## src/core/ifc_pkg.sv

```systemverilog
// constants shared by the interrupt request flag block
package ifc_pkg;
   localparam int           IFC_LINES    = 8;
   localparam int           IFC_AW       = 8;
   localparam int           IFC_DW       = 32;
   // register byte addresses
   localparam logic [7:0]   IFC_A_FLAG   = 8'h00;
   localparam logic [7:0]   IFC_A_SENSE  = 8'h04;
   localparam logic [7:0]   IFC_A_EVT    = 8'h08;
   localparam logic [7:0]   IFC_A_MASK   = 8'h0C;
   // sense field: two bits per line, low bit at 2n
   localparam int           IFC_SNS_W    = 2;
   localparam int           IFC_SNS_LO   = 0;
   localparam int           IFC_SNS_HI   = 1;
   localparam logic [1:0]   IFC_SNS_RST  = 2'h0;
   localparam logic [7:0]   IFC_FLAG_RST = 8'h00;
   localparam logic [7:0]   IFC_MASK_RST = 8'h00;
   localparam logic [31:0]  IFC_RD_ZERO  = 32'h0000_0000;
   // detection modes
   typedef enum logic [1:0] {
      IFC_LOW_LEVEL,
      IFC_FALL_EDGE,
      IFC_RISE_EDGE,
      IFC_BOTH_EDGE
   } ifc_sense_e;
endpackage

```

## src/core/ifc_flag_clear.sv

```systemverilog
// per-line external interrupt request flags with set and clear logic
//
// The implementer's own choices: the address map and strobed register access.
`timescale 1ns/100ps
module ifc_flag_clear
#(
   parameter int NL = ifc_pkg::IFC_LINES
)
(
   // clock and reset
   input  wire logic                        core_clk,
   input  wire logic                        rst_b,
   // standby pin and interrupt pins
   input  wire logic                        hw_standby,
   input  wire logic [NL-1:0]               external_interrupt_line,
   // exception sequencer
   input  wire logic                        exc_take,
   input  wire logic [$clog2(NL)-1:0]       exc_line,
   // data transfer controller
   input  wire logic                        dtc_act,
   input  wire logic [$clog2(NL)-1:0]       dtc_line,
   input  wire logic                        transfer_interrupt_select,
   // register port
   input  wire logic [ifc_pkg::IFC_AW-1:0]  reg_addr,
   input  wire logic [ifc_pkg::IFC_DW-1:0]  reg_wdata,
   input  wire logic                        reg_wr,
   input  wire logic                        reg_rd,
   output logic      [ifc_pkg::IFC_DW-1:0]  reg_rdata,
   // flags to priority logic and interrupt out
   output logic      [NL-1:0]               line_request_flag,
   output logic                             irq
);
   import ifc_pkg::*;

   localparam int SW = NL * IFC_SNS_W;

   logic [NL-1:0] pin_s1;
   logic [NL-1:0] pin_s2;
   logic [NL-1:0] pin_prev;
   logic          stby_s1;
   logic          stby_s2;
   logic [SW-1:0] sense;
   logic [NL-1:0] armed;
   logic [NL-1:0] evt;
   logic [NL-1:0] mask;
   logic [NL-1:0] next_flag;
   logic [NL-1:0] set_c;
   logic [NL-1:0] clr_c;
   logic [NL-1:0] rise_c;
   logic          sel_flag;
   logic          sel_sense;
   logic          sel_evt;
   logic          sel_mask;

   assign sel_flag  = (reg_addr == IFC_A_FLAG);
   assign sel_sense = (reg_addr == IFC_A_SENSE);
   assign sel_evt   = (reg_addr == IFC_A_EVT);
   assign sel_mask  = (reg_addr == IFC_A_MASK);

   // pins and standby come from outside the clock domain
   always_ff @(posedge core_clk or negedge rst_b)
   begin
      if (!rst_b)
      begin
         pin_s1   <= '1;
         pin_s2   <= '1;
         pin_prev <= '1;
         stby_s1  <= 1'b0;
         stby_s2  <= 1'b0;
      end
      else
      begin
         pin_s1   <= external_interrupt_line;
         pin_s2   <= pin_s1;
         pin_prev <= pin_s2;
         stby_s1  <= hw_standby;
         stby_s2  <= stby_s1;
      end
   end

   // sense selection register
   always_ff @(posedge core_clk or negedge rst_b)
   begin
      if (!rst_b)
         sense <= {NL{IFC_SNS_RST}};
      else if (reg_wr && sel_sense)
         sense <= reg_wdata[SW-1:0];
   end

   // per-line set and clear conditions
   genvar n;
   generate
      for (n = 0; n < NL; n++)
      begin : g_line
         ifc_sense_e md;
         logic       fall;
         logic       rise;
         logic       hit;
         logic       exc_n;
         logic       dtc_n;
         logic       wclr;
         assign md   = ifc_sense_e'(sense[n*IFC_SNS_W +: IFC_SNS_W]);
         assign fall = pin_prev[n] & ~pin_s2[n];
         assign rise = ~pin_prev[n] & pin_s2[n];
         always_comb
         begin
            hit = 1'b0;
            case (md)
               IFC_LOW_LEVEL: hit = ~pin_s2[n];
               IFC_FALL_EDGE: hit = fall;
               IFC_RISE_EDGE: hit = rise;
               IFC_BOTH_EDGE: hit = fall | rise;
               default:       hit = 1'b0;
            endcase
         end
         assign set_c[n] = hit;
         assign exc_n = exc_take && (exc_line == n);
         assign dtc_n = dtc_act && (dtc_line == n)
                        && !transfer_interrupt_select;
         // writing one is ignored; zero clears only when armed
         assign wclr = reg_wr && sel_flag && !reg_wdata[n]
                       && armed[n];
         assign clr_c[n] = wclr
                         || (exc_n && md == IFC_LOW_LEVEL
                             && pin_s2[n])
                         || (exc_n && md != IFC_LOW_LEVEL)
                         || dtc_n;
      end
   endgenerate

   // a new request wins over a clear in the same cycle
   assign next_flag = set_c | (line_request_flag & ~clr_c);

   // a flag held clear by standby never rises, so it raises no event
   assign rise_c = stby_s2 ? {NL{1'b0}} : (next_flag & ~line_request_flag);

   always_ff @(posedge core_clk or negedge rst_b)
   begin
      if (!rst_b)
         line_request_flag <= IFC_FLAG_RST;
      else if (stby_s2)
         line_request_flag <= IFC_FLAG_RST;
      else
         line_request_flag <= next_flag;
   end

   // read of a set flag arms it for a later zero write
   always_ff @(posedge core_clk or negedge rst_b)
   begin
      if (!rst_b)
         armed <= '0;
      else if (stby_s2)
         armed <= '0;
      else if (reg_rd && sel_flag)
         armed <= line_request_flag;
      else if (reg_wr && sel_flag)
         armed <= '0;
      else
         armed <= armed & line_request_flag;
   end

   // sticky event bits: a flag going high; read clears, set wins
   always_ff @(posedge core_clk or negedge rst_b)
   begin
      if (!rst_b)
         evt <= '0;
      else if (reg_rd && sel_evt)
         evt <= rise_c;
      else
         evt <= evt | rise_c;
   end

   always_ff @(posedge core_clk or negedge rst_b)
   begin
      if (!rst_b)
         mask <= IFC_MASK_RST;
      else if (reg_wr && sel_mask)
         mask <= reg_wdata[NL-1:0];
   end

   always_ff @(posedge core_clk or negedge rst_b)
   begin
      if (!rst_b)
         irq <= 1'b0;
      else
         irq <= |(evt & mask);
   end

   // read data one cycle after the strobe; unmapped reads zero
   always_ff @(posedge core_clk or negedge rst_b)
   begin
      if (!rst_b)
         reg_rdata <= IFC_RD_ZERO;
      else if (!reg_rd)
         reg_rdata <= IFC_RD_ZERO;
      else if (sel_flag)
         reg_rdata <= {{(IFC_DW-NL){1'b0}}, line_request_flag};
      else if (sel_sense)
         reg_rdata <= {{(IFC_DW-SW){1'b0}}, sense};
      else if (sel_evt)
         reg_rdata <= {{(IFC_DW-NL){1'b0}}, evt};
      else if (sel_mask)
         reg_rdata <= {{(IFC_DW-NL){1'b0}}, mask};
      else
         reg_rdata <= IFC_RD_ZERO;
   end

   // checks on line 0; the standby, interrupt and read data checks cover all lines
   logic rise_seen0;
   assign rise_seen0 = ~pin_prev[0] & pin_s2[0];
endmodule

```

## config.mk

```make
export PLATFORM = sky130hd
export DESIGN_NAME = ifc_flag_clear
export DESIGN_NICKNAME = d
export VERILOG_FILES = /design/src/core/ifc_pkg.sv /design/src/core/ifc_flag_clear.sv
export SDC_FILE = /design/constraint.sdc
export NUM_CORES = 1
export LEC_CHECK = 0
export ABC_AREA = 0
export BUFFER_PORTS_ARGS = -buffer_cell sky130_fd_sc_hd__clkbuf_2
export CAP_MARGIN = 10
export CORE_MARGIN = 5
export CORE_UTILIZATION = 45
export CTS_CLUSTER_DIAMETER = 200
export CTS_CLUSTER_SIZE = 8
export DETAILED_ROUTE_END_ITERATION = 7
export PLACE_DENSITY_LB_ADDON = 0.1
export SLEW_MARGIN = 20
export SYNTH_ARGS = -nofsm -noshare
export SYNTH_HDL_FRONTEND = slang
export SYNTH_SLANG_ARGS = --single-unit
export TNS_END_PERCENT = 1
```

## constraint.sdc

```tcl
create_clock -name core_clk -period 2 [get_ports core_clk]
set_clock_uncertainty 0.2 [all_clocks]
set_input_delay 0.1 -clock core_clk [delete_from_list [all_inputs] [get_ports core_clk]]
set_output_delay 0.1 -clock core_clk [all_outputs]
set_load 0.02 [all_outputs]
```

==> results.py <==
metrics = {
    "sta": {
        "max_freq_mhz": 525.2,
        "period_share": 0.9520,
        "rsz0062_at_grt": "false",
        "fin_crit_ns": 1.904,
        "hold_violations": 0,
        "slew_headroom": 0.5801,
        "slew_violations": 0,
        "timing.final.ws_setup_ns": 0.09599,
        "setup_tns_ns": 0,
        "worst_slew_pin_slew_ns": 0.6284,
        "setup_viol": 0,
        "hold_ws_ns": 0.01106,
    },
    "place": {
        "preCtsSetupSlack_ns": 0.1025,
        "dp_hpwl_mm": 7.176,
        "place_congestion": 0.8603,
        "dpl.cell_count": 540,
        "port_buffers": 70,
    },
    "clocking": {
        "cts.clk_slew.worst_paths_ns": 0.09,
        "cts_sinks": 91,
        "cts_resized": 0,
        "insertion_delay_ns": 0.36,
        "cts_made_buffers": 9,
        "cts_root_buf": "clkbuf_8",
        "cts_max_level": 3,
        "clockBufferDepth": 2,
        "post-cts-setup-buffers": 0,
        "tritoncts": "built",
    },
    "final_layout": {
        "final-instance-count-excl-fill": 589,
        "area_growth_pct": 25.49,
        "final_nets": 551,
        "antennaDiodeCount": 0,
        "drive_gt1_frac": 0.3305,
    },
    "grt": {
        "grt_max_degree": 37,
        "grt_pass1_vias": 3144,
        "grt_use_total": 0.1897,
        "grt-ovfl-total": 0,
        "antenna_found_initial": 0,
        "grt_pass1_wl_mm": 16.49,
    },
    "yosys": {
        "yosys_warnings": 0,
        "syn-cell-area_um2": 4212,
        "syn-instance-count": 351,
        "ys_ff_latch": 91,
        "yosysSeqAreaShare": 0.5478,
        "synth.avg_cell_area_um2": 12.00,
        "yosysUniqueCellTypes": 44,
    },
    "route": {
        "drc": 0,
        "vias": 3084,
        "avgRoutedWirePerCell_um": 17.43,
        "dr.first_iter.drc_count": 105,
        "wirelength_mm": 10.27,
        "drtPass1Iterations": 4,
        "ant_nets": 0,
        "via_per_inst": 5.236,
    },
    "setup_path": {
        "cp_max_fo": 4,
        "path_class": "reg2reg",
        "critPathArrivalTime_ns": 1.94,
        "start_kind": "flop",
        "cp.required_ns": 2.04,
        "endpoint_kind": "flop",
    },
    "run_status": {
        "status": "finished, final reports clean",
    },
    "pwr": {
        "vdd_drop_max_v": 0.0003769,
        "power.density_nw_per_um2": 711.3,
        "power.leakage_nw": 2.578,
    },
    "flow_run": {
        "cap_viol_max_count": 0,
    },
    "floorplan": {
        "dieArea_um2": 11390,
        "core_area_um2": 9196,
        "rows": 35,
        "die_x_um": 106.7,
        "design.portCount": 103,
        "initial_core_util": 0.4580,
        "die_y_um": 106.7,
    },
    "worst_hold_path": {
        "hp-class": "in2reg",
    },
}
==> cells in the final DEF (no fill, tap or decap), drive strengths merged, types with 2 or more instances in the layout <==
master,synthesis,final
clkbuf,4,79
nor2,16,16
o2bb2ai,8,8
a22oi,4,4
or3,3,3
nor3b,10,10
nor3,10,10
mux4,3,3
a31oi,3,3
o31ai,3,3
nand3,4,4
nor2b,4,4
nand2b,11,11
dfrtp,67,67
a211o,5,5
nand2,23,23
nand3b,2,2
dlygate4sd3,0,33
and2,9,9
o311ai,4,4
dfstp,24,24
inv,22,24
mux2,24,24
a311o,2,2
mux2i,8,8
buf,18,16
ha,16,16
a21oi,7,7
nand4,4,4
a211oi,5,5
o21ai,20,20
conb,1,16
clkinvlp,0,2
==> cell usage after synthesis, drive strengths merged <==
| library cell | n | share of area |
|---|---|---|
| o311ai | 4 | 0.0083 |
| a31oi | 3 | 0.0045 |
| mux2i | 8 | 0.019 |
| nand2b | 11 | 0.016 |
| dfstp | 24 | 0.15 |
| nor3 | 10 | 0.012 |
| nor3b | 10 | 0.019 |
| a311o | 2 | 0.0048 |
| nand3b | 2 | 0.0065 |
| a21oi | 7 | 0.0083 |
| conb | 1 | 0.00089 |
| o32ai | 1 | 0.0021 |
| a211oi | 5 | 0.0089 |
| nand4b | 1 | 0.0021 |
| buf | 18 | 0.032 |
| a21boi | 1 | 0.0018 |
| nor4 | 1 | 0.0051 |
| a22oi | 4 | 0.0071 |
| mux4 | 3 | 0.016 |
| nand4 | 4 | 0.0059 |
| dfrtp | 67 | 0.40 |
| or2 | 1 | 0.0015 |
| inv | 22 | 0.020 |
| o31ai | 3 | 0.0053 |
| mux2 | 24 | 0.073 |
| ha | 16 | 0.048 |
| nor2b | 4 | 0.0059 |
| or3 | 3 | 0.0045 |
| a211o | 5 | 0.010 |
| nand3 | 4 | 0.0071 |
| nand2 | 23 | 0.020 |
| o21ai | 20 | 0.024 |
| and3 | 1 | 0.0018 |
| o311a | 1 | 0.0024 |
| o2bb2ai | 8 | 0.017 |
| clkbuf | 4 | 0.0036 |
| nor2 | 16 | 0.014 |
| and2 | 9 | 0.013 |
==> power breakdown <==
| part | internal, mW | total (mW) | switching [mW] |
|---|---|---|---|
| Sequential | 1.93 | 2.01 | 0.0781 |
| Combinational | 0.201 | 0.438 | 0.237 |
| Clock | 0.623 | 1.31 | 0.688 |
==> through the flow <==
step,cell area [um^2],util,total power [mW]
6_report,5285,0.5747,3.759
5_1_grt,5285,0.5747,3.933
4_1_cts,5285,0.5747,3.797
3_5_place_dp,4746,0.5161,2.435
3_3_place_gp,4746,0.5161,2.420
2_1_floorplan,4268,-,2.254
==> area by class of cell <==
type | count | area (um^2)
Tap cell | 111 | 138.9
Clock buffer | 10 | 137.6
Inverter | 22 | 82.58
Clock inverter | 6 | 71.32
Timing Repair Buffer | 118 | 820.8
Fill cell | 792 | 3911
Multi-Input combinational cell | 231 | 1727
Sequential cell | 91 | 2307
==> routing by layer <==
| layer | GRT usage | vias up | wire (um) |
|---|---|---|---|
| met2 | 0.2981 | 108 | 4649 |
| met3 | 0.04937 | 12 | 684 |
| met5 | 0 | - | 0 |
| li1 | - | 1445 | - |
| met1 | 0.2591 | 1519 | 4803 |
| met4 | 0.05753 | 0 | 129 |
==> worst paths after layout <==
kind	start	slack [ns]	depth (start not counted)	endpoint
hold reg to reg	stby_s1	0.15	0	stby_s2
min in group asynchronous	rst_b	0.04	2	reg_rdata[14]
max in group asynchronous	rst_b	0.86	3	pin_s1[3]
setup reg to reg	pin_s2[5]	0.1	6	line_request_flag[5]
setup / recovery	pin_s2[5]	0.1	6	line_request_flag[5]
hold / removal	reg_addr[6]	0.01	5	reg_rdata[4]
==> logic make-up (layout without fill, tap and decap cells) <==
| logic type | after synthesis | in the layout | synth area share |
|---|---|---|---|
| flops | 91 | 91 | 0.5478 |
| simple gates | 100 | 100 | 0.1358 |
| mux | 35 | 35 | 0.1081 |
| compound gates | 64 | 64 | 0.1043 |
| buf+inv | 44 | 156 | 0.05555 |
| fa+ha+maj | 16 | 16 | 0.04753 |
| other cells | 1 | 16 | 0.0008904 |
==> worst max-delay path, stage by stage (launching register included) <==
cell	delay, ns
dfstp_2	0.56
inv_1	0.06
ha_1	0.27
inv_1	0.03
mux4_2	0.44
nand2b_1	0.13
o31ai_1	0.09
==> flip-flops by register name, summed over array words and instances, names as in the netlist, 8 cells and up <==
signal             cells
sense                 16
evt                    8
line_request_flag      8
pin_prev               8
pin_s1                 8
reg_rdata             16
mask                   8
pin_s2                 8
armed                  8
==> what timing repair did <==
action,in CTS,in global routing
setup endpoints to repair,0,0
hold buffers,33,0
endpoints found under the hold margin,124,0
(Power assumes the default switching activity.)
